<file path="src/rtl/opdec_map.svh">
// Constants for the opcode decoder and state-timing sequencer
// Function
// RL1 - Class chosen from instruction bits 15..8
// RL2 - Bit 7 splits pairs sharing first byte
// RL3 - Check bits below 7 before calling move
// RL4 - Branch aliases share encodings, execute identically
// RL5 - States equal sum of counts times costs
// RL6 - External byte 3+m, other access 6+2m
// RL7 - E-clock byte access takes 9 to 16
// RL8 - Bit-set absolute: two fetch, two byte
// RL9 - Indirect call: two fetch, one branch, one stack
// RL10 - Cycles issued in turn, next after total
`ifndef OPDEC_MAP_SVH
`define OPDEC_MAP_SVH

// ----------------------------------------------------------------
// Opcode fields
// ----------------------------------------------------------------
`define OPD_FB_HI       15
`define OPD_FB_LO       8
`define OPD_PAIR_BIT    7
`define OPD_DIR_BIT     6
`define OPD_BRANCH_HI   4'h4
`define OPD_OP_MOVABS   8'h6a
`define OPD_OP_BLKMOV   8'h7b
`define OPD_BLK_LOW7    7'h5c
`define OPD_OP_CALLIND  8'h5f
`define OPD_OP_BITABS   8'h7f
`define OPD_SUB_BIT_SET_INSTR    8'h70
`define OPD_SUB_BNOT    8'h71
`define OPD_SUB_BCLR    8'h72

// ----------------------------------------------------------------
// State costs per cycle
// ----------------------------------------------------------------
`define OPD_S_ONCHIP    5'h02
`define OPD_S_REG_BYTE  5'h03
`define OPD_S_REG_WIDE  5'h06
`define OPD_S_INTERNAL  5'h02
`define OPD_S_ECLK_MIN  5'h09
`define OPD_ECLK_DIV    3'h7
`define OPD_CLK_NS      10
`define OPD_BLK_INTERN  2'h2

`endif

</file>
<file path="src/rtl/opdec_pkg.sv">
// Types shared by the opcode decoder and its cost lookup
package opdec_pkg;

  typedef enum logic [2:0] {
    OPD_K_FETCH, OPD_K_BRADDR, OPD_K_STACK, OPD_K_BYTE, OPD_K_WORD, OPD_K_INTERNAL
  } opdec_kind_e;

  typedef enum logic [1:0] {OPD_L_ONCHIP, OPD_L_REGFIELD, OPD_L_EXTERNAL} opdec_loc_e;

  typedef enum logic [3:0] {
    OPD_C_OTHER, OPD_C_BRANCH, OPD_C_MOVE, OPD_C_BLOCK, OPD_C_ECLK_FROM,
    OPD_C_ECLK_TO, OPD_C_BIT_SET, OPD_C_BIT_RMW, OPD_C_BIT_READ, OPD_C_CALL_IND
  } opdec_class_e;

  typedef enum logic [1:0] {OPD_ST_IDLE, OPD_ST_RUN, OPD_ST_WAIT} opdec_state_e;

  typedef logic [5:0][1:0] opdec_counts_t;

  // Where each kind of cycle goes, plus the wait-state count
  typedef struct packed {
    opdec_loc_e fetch_loc;
    opdec_loc_e data_loc;
    opdec_loc_e stack_loc;
    logic [2:0] wait_cnt;
  } opdec_env_s;

  typedef struct packed {
    opdec_state_e st;
    logic [2:0]   eclk_phase;
    opdec_counts_t cnt;
    logic [4:0]   left;
    logic [7:0]   total;
    opdec_env_s   env;
    logic         ready;
    logic         cyc_valid;
    opdec_kind_e  kind;
    logic [4:0]   cyc_states;
    logic         done;
    logic [7:0]   total_out;
    opdec_class_e cls;
    logic [3:0]   cond;
  } opdec_st_s;

endpackage : opdec_pkg

</file>
<file path="src/rtl/opdec_cost.sv">
// State cost of one bus or internal cycle
`include "opdec_map.svh"
module opdec_cost (
  input  wire opdec_pkg::opdec_kind_e kind,      // Cycle kind
  input  wire opdec_pkg::opdec_loc_e  loc,       // Access location
  input  wire logic [2:0]             wait_cnt,  // Inserted wait states m
  input  wire logic                   eclk_sync, // Byte access tied to E clock
  input  wire logic [2:0]             eclk_phase,// Current E-clock phase
  output logic [4:0]                  states     // States for this cycle
);
  logic [4:0] m5;

  always_comb begin
    m5 = {2'b00, wait_cnt};
    states = `OPD_S_ONCHIP;
    if (kind == opdec_pkg::OPD_K_INTERNAL) begin
      states = `OPD_S_INTERNAL;
    end else if (kind == opdec_pkg::OPD_K_BYTE) begin
      if (loc == opdec_pkg::OPD_L_EXTERNAL && eclk_sync) begin
        // Wait for the next E-clock edge, so 9 to 16 states
        states = `OPD_S_ECLK_MIN + {2'b00, `OPD_ECLK_DIV - eclk_phase}; // RL7
      end else if (loc == opdec_pkg::OPD_L_EXTERNAL) begin
        states = `OPD_S_REG_BYTE + m5; // RL6
      end else if (loc == opdec_pkg::OPD_L_REGFIELD) begin
        states = `OPD_S_REG_BYTE;
      end
    end else if (loc == opdec_pkg::OPD_L_EXTERNAL) begin
      states = `OPD_S_REG_WIDE + {m5[3:0], 1'b0}; // RL6
    end else if (loc == opdec_pkg::OPD_L_REGFIELD) begin
      states = `OPD_S_REG_WIDE;
    end
  end

endmodule : opdec_cost

</file>
<file path="src/rtl/opdec_core.sv">
// Opcode decoder and execution-state sequencer
`include "opdec_map.svh"
module opdec_core (
  input  wire logic                      clk,          // System clock
  input  wire logic                      sys_rst,      // Synchronous reset, high
  input  wire logic                      req_valid,    // Instruction offered
  input  wire logic [15:0]               instr_word,   // First instruction word
  input  wire logic [15:0]               instr_ext,    // Second instruction word
  input  wire opdec_pkg::opdec_env_s     env_in,       // Locations and wait states
  output logic                           req_ready,    // Idle, can take an instruction
  output opdec_pkg::opdec_class_e        dec_class,    // Decoded class
  output logic [3:0]                     branch_cond,  // Branch condition code
  output logic                           cyc_valid,    // Start of one cycle, pulse
  output opdec_pkg::opdec_kind_e         cyc_kind,     // Kind of that cycle
  output logic [4:0]                     cyc_states,   // States charged to it
  output logic                           done,         // Instruction finished, pulse
  output logic [7:0]                     total_states  // States of finished instruction
);

  // ----------------------------------------------------------------
  // Decoding
  // ----------------------------------------------------------------
  function automatic opdec_pkg::opdec_class_e decode_class(input logic [15:0] w,
                                                           input logic [15:0] x);
    logic [7:0] fb;
    fb = w[`OPD_FB_HI:`OPD_FB_LO]; // RL1
    decode_class = opdec_pkg::OPD_C_OTHER;
    if (fb[7:4] == `OPD_BRANCH_HI) begin
      decode_class = opdec_pkg::OPD_C_BRANCH; // RL4
    end else if (fb == `OPD_OP_MOVABS) begin
      if (w[`OPD_DIR_BIT]) begin
        decode_class = w[`OPD_PAIR_BIT] ? opdec_pkg::OPD_C_ECLK_TO // RL2
                                        : opdec_pkg::OPD_C_ECLK_FROM;
      end else begin
        decode_class = opdec_pkg::OPD_C_MOVE;
      end
    end else if (fb == `OPD_OP_BLKMOV) begin
      // Same as a move down to bit 7, the low bits tell them apart
      decode_class = (w[6:0] == `OPD_BLK_LOW7) ? opdec_pkg::OPD_C_BLOCK // RL3
                                               : opdec_pkg::OPD_C_MOVE;
    end else if (fb == `OPD_OP_CALLIND) begin
      decode_class = opdec_pkg::OPD_C_CALL_IND;
    end else if (fb == `OPD_OP_BITABS) begin
      if (x[15:8] == `OPD_SUB_BIT_SET_INSTR) begin
        decode_class = opdec_pkg::OPD_C_BIT_SET;
      end else if (x[15:8] == `OPD_SUB_BNOT || x[15:8] == `OPD_SUB_BCLR) begin
        decode_class = opdec_pkg::OPD_C_BIT_RMW;
      end else begin
        decode_class = opdec_pkg::OPD_C_BIT_READ;
      end
    end
  endfunction : decode_class

  // Order: fetch, branch address, stack, byte, word, internal
  function automatic opdec_pkg::opdec_counts_t class_counts(input opdec_pkg::opdec_class_e c);
    class_counts = '0;
    class_counts[0] = 2'h1;
    unique case (c)
      opdec_pkg::OPD_C_BRANCH:    class_counts[0] = 2'h2;
      opdec_pkg::OPD_C_MOVE,
      opdec_pkg::OPD_C_ECLK_FROM,
      opdec_pkg::OPD_C_ECLK_TO,
      opdec_pkg::OPD_C_BIT_READ: begin
        class_counts[0] = 2'h2;
        class_counts[3] = 2'h1;
      end
      opdec_pkg::OPD_C_BIT_SET,
      opdec_pkg::OPD_C_BIT_RMW: begin
        class_counts[0] = 2'h2; // RL8
        class_counts[3] = 2'h2; // RL8
      end
      opdec_pkg::OPD_C_CALL_IND: begin
        class_counts[0] = 2'h2; // RL9
        class_counts[1] = 2'h1; // RL9
        class_counts[2] = 2'h1; // RL9
      end
      opdec_pkg::OPD_C_BLOCK: begin
        class_counts[0] = 2'h2;
        class_counts[5] = `OPD_BLK_INTERN;
      end
      opdec_pkg::OPD_C_OTHER:     class_counts[0] = 2'h1;
    endcase
  endfunction : class_counts

  // ----------------------------------------------------------------
  // State and next-state
  // ----------------------------------------------------------------
  opdec_pkg::opdec_st_s  s_reg;
  opdec_pkg::opdec_st_s  s_next;
  opdec_pkg::opdec_kind_e pick_kind;
  opdec_pkg::opdec_loc_e pick_loc;
  logic                  pick_any;
  logic [4:0]            pick_cost;
  logic                  eclk_cls;

  always_comb begin
    pick_any  = 1'b0;
    pick_kind = opdec_pkg::OPD_K_FETCH;
    for (int i = 5; i >= 0; i--) begin
      if (s_reg.cnt[i] != 2'h0) begin
        pick_any  = 1'b1;
        pick_kind = opdec_pkg::opdec_kind_e'(3'(i));
      end
    end
    unique case (pick_kind)
      opdec_pkg::OPD_K_FETCH: pick_loc = s_reg.env.fetch_loc;
      opdec_pkg::OPD_K_STACK: pick_loc = s_reg.env.stack_loc;
      default:                pick_loc = s_reg.env.data_loc;
    endcase
  end

  assign eclk_cls = (s_reg.cls == opdec_pkg::OPD_C_ECLK_FROM) ||
                    (s_reg.cls == opdec_pkg::OPD_C_ECLK_TO);

  opdec_cost u_cost (
    .kind       (pick_kind),
    .loc        (pick_loc),
    .wait_cnt   (s_reg.env.wait_cnt),
    .eclk_sync  (eclk_cls),
    .eclk_phase (s_reg.eclk_phase),
    .states     (pick_cost)
  );

  always_comb begin
    s_next            = s_reg;
    s_next.eclk_phase = s_reg.eclk_phase + 3'h1;
    s_next.cyc_valid  = 1'b0;
    s_next.done       = 1'b0;
    unique case (s_reg.st)
      opdec_pkg::OPD_ST_IDLE: begin
        if (req_valid) begin
          s_next.cls   = decode_class(instr_word, instr_ext);
          s_next.cond  = instr_word[11:8]; // RL4
          s_next.cnt   = class_counts(decode_class(instr_word, instr_ext));
          s_next.env   = env_in;
          s_next.total = 8'h00;
          s_next.ready = 1'b0;
          s_next.st    = opdec_pkg::OPD_ST_RUN;
        end
      end
      opdec_pkg::OPD_ST_RUN: begin
        if (pick_any) begin
          // This clock is the cycle's first state
          s_next.cnt[pick_kind] = s_reg.cnt[pick_kind] - 2'h1; // RL10
          s_next.kind       = pick_kind;
          s_next.cyc_states = pick_cost;
          s_next.cyc_valid  = 1'b1;
          s_next.left       = pick_cost - 5'h1;
          s_next.total      = s_reg.total + {3'h0, pick_cost}; // RL5
          s_next.st         = opdec_pkg::OPD_ST_WAIT;
        end else begin
          s_next.done      = 1'b1;
          s_next.total_out = s_reg.total; // RL5
          s_next.ready     = 1'b1;
          s_next.st        = opdec_pkg::OPD_ST_IDLE;
        end
      end
      opdec_pkg::OPD_ST_WAIT: begin
        s_next.left = s_reg.left - 5'h1;
        if (s_reg.left == 5'h1) begin
          s_next.st = opdec_pkg::OPD_ST_RUN; // RL10
        end
      end
    endcase
  end

  always_ff @(posedge clk) begin
    if (sys_rst) begin
      s_reg       <= '0;
      s_reg.st    <= opdec_pkg::OPD_ST_IDLE;
      s_reg.ready <= 1'b1;
    end else begin
      s_reg <= s_next;
    end
  end

  assign req_ready    = s_reg.ready;
  assign dec_class    = s_reg.cls;
  assign branch_cond  = s_reg.cond;
  assign cyc_valid    = s_reg.cyc_valid;
  assign cyc_kind     = s_reg.kind;
  assign cyc_states   = s_reg.cyc_states;
  assign done         = s_reg.done;
  assign total_states = s_reg.total_out;

  // ----------------------------------------------------------------
  // Checks
  // ----------------------------------------------------------------
  logic [7:0] chk_sum;
  logic [4:0] chk_gap;
  logic [4:0] chk_last;
  logic       chk_seen;
  always_ff @(posedge clk) begin
    if (sys_rst) begin
      chk_sum  <= 8'h00;
      chk_gap  <= 5'h00;
      chk_last <= 5'h00;
      chk_seen <= 1'b0;
    end else begin
      chk_gap <= chk_gap + 5'h1;
      if (req_valid && req_ready) begin
        chk_sum <= 8'h00;
      end
      if (cyc_valid) begin
        chk_sum  <= chk_sum + {3'h0, cyc_states};
        chk_gap  <= 5'h01;
        chk_last <= cyc_states;
        chk_seen <= 1'b1;
      end
      if (done) begin
        chk_seen <= 1'b0;
      end
    end
  end
endmodule : opdec_core

</file>
<file path="config.mk">
export PLATFORM = sky130hd
export DESIGN_NAME = opdec_core
export DESIGN_NICKNAME = d
export VERILOG_FILES = /design/src/rtl/opdec_pkg.sv /design/src/rtl/opdec_cost.sv /design/src/rtl/opdec_core.sv
export VERILOG_INCLUDE_DIRS = /design/src /design/src/rtl
export SDC_FILE = /design/constraint.sdc
export NUM_CORES = 1
export LEC_CHECK = 0
export BUFFER_PORTS_ARGS = -buffer_cell sky130_fd_sc_hd__buf_2
export CORE_UTILIZATION = 40
export CTS_CLUSTER_DIAMETER = 60
export DETAILED_ROUTE_END_ITERATION = 16
export GPL_ROUTABILITY_DRIVEN = 1
export SYNTH_ARGS = -nofsm -noshare
export SYNTH_HDL_FRONTEND = slang
export SYNTH_SLANG_ARGS = --single-unit
</file>
<file path="constraint.sdc">
create_clock -name clk -period 3.7 [get_ports clk]
set_input_delay 0.555 -clock clk [delete_from_list [all_inputs] [get_ports clk]]
set_output_delay 0.555 -clock clk [all_outputs]
set_load 0.02 [all_outputs]
</file>
==> results summary <==
The leakage power came out at about 1.8 nW. The final wirelength came out at around 9000 um. At the later pin of the worst-skew pair, clock insertion delay measures 0.35 ns. Of the total synthesized cell area, the portion taken by AND, OR, NAND and NOR gates is between 20% and 30%.

After clock tree synthesis, the clock-pin slew on the worst setup and hold paths is ~0.07 ns. The final instance count without filler cells is ~640. For hold timing, the worst endpoint is s_reg[27]. The arrival time at the worst endpoint came out at ~3.6 ns. The power per cell area came out at around 570 mW/mm2. The antenna violation net count after detailed routing is 0. By count the netlist is led by sky130_fd_sc_hd__nand2_1 (69), sky130_fd_sc_hd__dfxtp_1 (66), sky130_fd_sc_hd__a21oi_1 (57), sky130_fd_sc_hd__nor2_1 (46), sky130_fd_sc_hd__buf_4 (25). Dividing the detail-routed wire length by the instance count gives between 10 and 15 um.

Headroom to the max-slew limit came out at between 30% and 40%. The count of port buffers added during placement is 62. By area, the combinational part of the netlist is dominated by simple AND/OR/NAND/NOR gates. TritonCTS built the clock tree. The post-synthesis area per instance came out at a little under 8 um2.

In this run, the number of DRC markers left after iteration 0 of detailed routing was around 150. The placement-stage worst setup slack came out at 0.1524 ns. Synthesis produced a netlist with a net count of approximately 530. The area growth from synthesis to layout is 15.05%. The count of flip-flops with a built-in enable after synthesis came out at 0. The clock period minus worst slack came out at 3.335 ns. The worst register-to-register path ends at s_reg[42]. The antenna diode instance count came out at 0. The final net count came out at ~580. The startpoint of the lowest-slack register-to-register path is s_reg[51].

The cts-stage hold buffer count came out at 0. In the final timing run, aggregate negative setup slack is 0 ns. The placed instance count came out at 615. The number of H-tree levels is 3.

The total power draw came out at approximately 0.0024 W. The worst hold path depth is 3. The starting density of the core is between 40 and 50%. The routed via count is about 3400. The min-delay analysis places its worst path in the category in -> reg. The number of cells on the worst reg-to-reg path is 17. The count of final hold-check violations is 0. STA classifies the critical path startpoint as a flip-flop.

The floorplan step set the die width to around 100 um. The first global-routing pass estimated between 15000 and 20000 um of wire. The netlist area before placement is between 0.003 and 0.004 mm2. The startpoint of the tightest hold check path is env_in[0]. In the post-synthesis netlist, the cell with the most instances is sky130_fd_sc_hd__nand2_1.

The reported max-cap violation count came out at 0. For this run, design rule violations remaining after detail routing come to 0. The via count of the first global-routing pass came out at about 3300.

CTS placed an instance of sky130_fd_sc_hd__clkbuf_8 at the clock tree root. The final number of max-transition violations is 0. The initial antenna violation count is 0. Synthesis produced around 470 cells. The via count normalized by instance count came out at roughly 5.4. In this run the count of I/O pins placed on the die edge is a little over 70.

The kind of critical path is reg -> reg. The clock sink count is between 60 and 70. Yosys printed 0 warnings. The type of element capturing the critical path is a flip-flop. The synthesized design spends more area on one cell type than any other, namely sky130_fd_sc_hd__dfxtp_1. The weighted congestion reported at the end of routability-driven placement is 0.9761.

After Yosys synthesis, full adders, half adders and majority gates account for 4.570% of the synthesized area. The first TritonRoute pass finished after 6 iterations. The pin count of the biggest net entering global routing came out at 36. The flow ran to the end, and the final reports show no timing, DRC or antenna violations. The synthesized netlist devotes between 20% and 30% of its cell area to compound gates. Cells with a size suffix above 1 make up 23.53% of the layout. Setup violations remaining at the end of the flow were counted as 0. The cell area after layout is 0.004284 mm2. The unique cell type count in the Yosys netlist is 68. Counting flops with an async set or reset pin after synthesis yields a share of 0%. The required time at the endpoint of the critical path is just under 4 ns. The area of the core is 0.008848 mm2. Of all nets on the critical path, the largest fanout is 7. The height of the die is 98.48 um. The pin slew with the least headroom to its limit is 0.9662 ns.

IR analysis of the VDD net gives a maximum drop of between 0.15 and 0.2 mV. The overflow left after global routing came out at 0. The smallest setup slack after layout is between 0.3 and 0.4 ns. In the post-synthesis netlist, the biggest area contributors are sky130_fd_sc_hd__dfxtp_1 (35%), sky130_fd_sc_hd__a21oi_1 (7.7%), sky130_fd_sc_hd__nand2_1 (7.0%). The sequential-to-total area share from yosys stat is a little over a third.

The number of clock buffers inserted by TritonCTS came out at 9. The final setup skew is approximately 0.010 ns. Setup repair after global routing left no endpoint under its margin. Summing the areas of all xor and xnor instances in the mapped netlist gives about 3.1% of the synthesized area. The share of cell area taken by muxes after synthesis came out at around 1.9%.

Timing would allow up to 0.2998 GHz. The global router's overall resource usage is around a fifth. The filler cells instantiated in the layout total 885. The maximum clock path buffer count is 2.

The fraction of post-synthesis cell area in the top cell type by area came out at roughly 35%. The period utilization is between 90% and 100%. Row generation in the floorplan step produced 34 rows.

The reg-to-reg setup timing slack is roughly 0.36 ns. The die outline area came out at 0.009698 mm2. The most used flip-flop cell after synthesis is sky130_fd_sc_hd__dfxtp_1. The number of register bits inferred by synthesis is 66. In this run the cell area measured after placement is 0.004039 mm2. The half-perimeter wire length after detailed placement came out at approximately 6800 um. The flip-flop count of the largest register, all copies and words added is 39.
layout by cell type (no fill, tap or decap), drive strengths merged, types with 3 or more instances in the layout:
cell | Yosys | final
a21oi | 60 | 60
a221oi | 4 | 4
a32oi | 6 | 6
and3 | 3 | 3
buf | 28 | 84
clkbuf | 17 | 12
dfxtp | 66 | 66
ha | 12 | 12
inv | 20 | 20
mux2i | 6 | 6
nand2 | 69 | 69
nand2b | 5 | 5
nand3 | 22 | 22
nand4 | 4 | 4
nor2 | 46 | 46
nor2b | 9 | 9
nor3 | 8 | 8
nor4 | 4 | 4
o211ai | 3 | 3
o21ai | 21 | 21
o22ai | 5 | 5
or4 | 3 | 3
xnor2 | 10 | 10
xor2 | 3 | 3
where the power goes:
part | internal [W] | switching, W | leakage (nW)
registers | 0.000782 | 0.0000669 | 0.538
clock network | 0.000330 | 0.000274 | 0.0966
logic | 0.000387 | 0.000600 | 1.12
layout make-up:
type | instances | area [um2] | area share (%)
Multi-Input combinational cell | 341 | 2078 | 48.51
Clock inverter | 4 | 51.30 | 1.197
Sequential cell | 66 | 1324 | 30.90
Clock buffer | 12 | 145.1 | 3.388
Inverter | 20 | 75.07 | 1.752
Tap cell | 108 | 135.1 | 3.154
Timing Repair Buffer | 84 | 475.5 | 11.10
worst max-delay path by stage:
stage / startpoint / end / cells after the start
6_report: s_reg[51] / s_reg[42] / 17
5_1_grt: s_reg[51] / s_reg[42] / 17
4_1_cts: s_reg[57] / s_reg[42] / 17
3_5_place_dp: s_reg[57] / s_reg[42] / 17
3_3_place_gp: s_reg[59] / s_reg[42] / 17
2_1_floorplan: s_reg[52] / s_reg[42] / 17
metrics by stage:
step / hold WS (ns) / utilization, %
6_report: 0.4492 / 48.42
5_1_grt: 0.4341 / 48.42
4_1_cts: 0.4332 / 47.86
3_5_place_dp: 0.4453 / 45.64
3_3_place_gp: 0.4400 / 45.64
2_1_floorplan: 0.4299 / -
cell families after synthesis:
family,Yosys count
XOR/XNOR,13
flip-flops,66
adder cells (fa/ha/maj),13
multiplexers,7
buffers and inverters,65
AND/OR/NAND/NOR,182
AO/OA/AOI/OAI,126
metal layers:
metal / global-route usage (%) / wire, um
met1: 24.80 / 4308
met2: 32.72 / 4330
met3: 6.667 / 431
met4: 6.659 / 189
met5: 0 / 0
worst max-delay path, stage by stage, from the launching register on:
cell	delay, ns
sky130_fd_sc_hd__dfxtp_2	0.37
sky130_fd_sc_hd__or4_4	0.60
sky130_fd_sc_hd__a21oi_4	0.22
sky130_fd_sc_hd__o22ai_1	0.12
sky130_fd_sc_hd__a22o_1	0.25
sky130_fd_sc_hd__o21ai_0	0.07
sky130_fd_sc_hd__nand2_1	0.14
sky130_fd_sc_hd__inv_2	0.09
sky130_fd_sc_hd__ha_1	0.17
sky130_fd_sc_hd__inv_1	0.06
sky130_fd_sc_hd__fa_2	0.34
sky130_fd_sc_hd__inv_1	0.06
sky130_fd_sc_hd__a21oi_1	0.06
sky130_fd_sc_hd__o21bai_1	0.22
sky130_fd_sc_hd__a21oi_1	0.10
sky130_fd_sc_hd__nor2_1	0.13
sky130_fd_sc_hd__xnor2_1	0.13
sky130_fd_sc_hd__nor3_1	0.06
repair_timing:
action | 4_1_cts | 5_1_grt
gates resized for setup | 0 | 9
setup endpoints to repair | 0 | 2
setup buffers | 0 | 4
(Power assumes the default switching activity.)
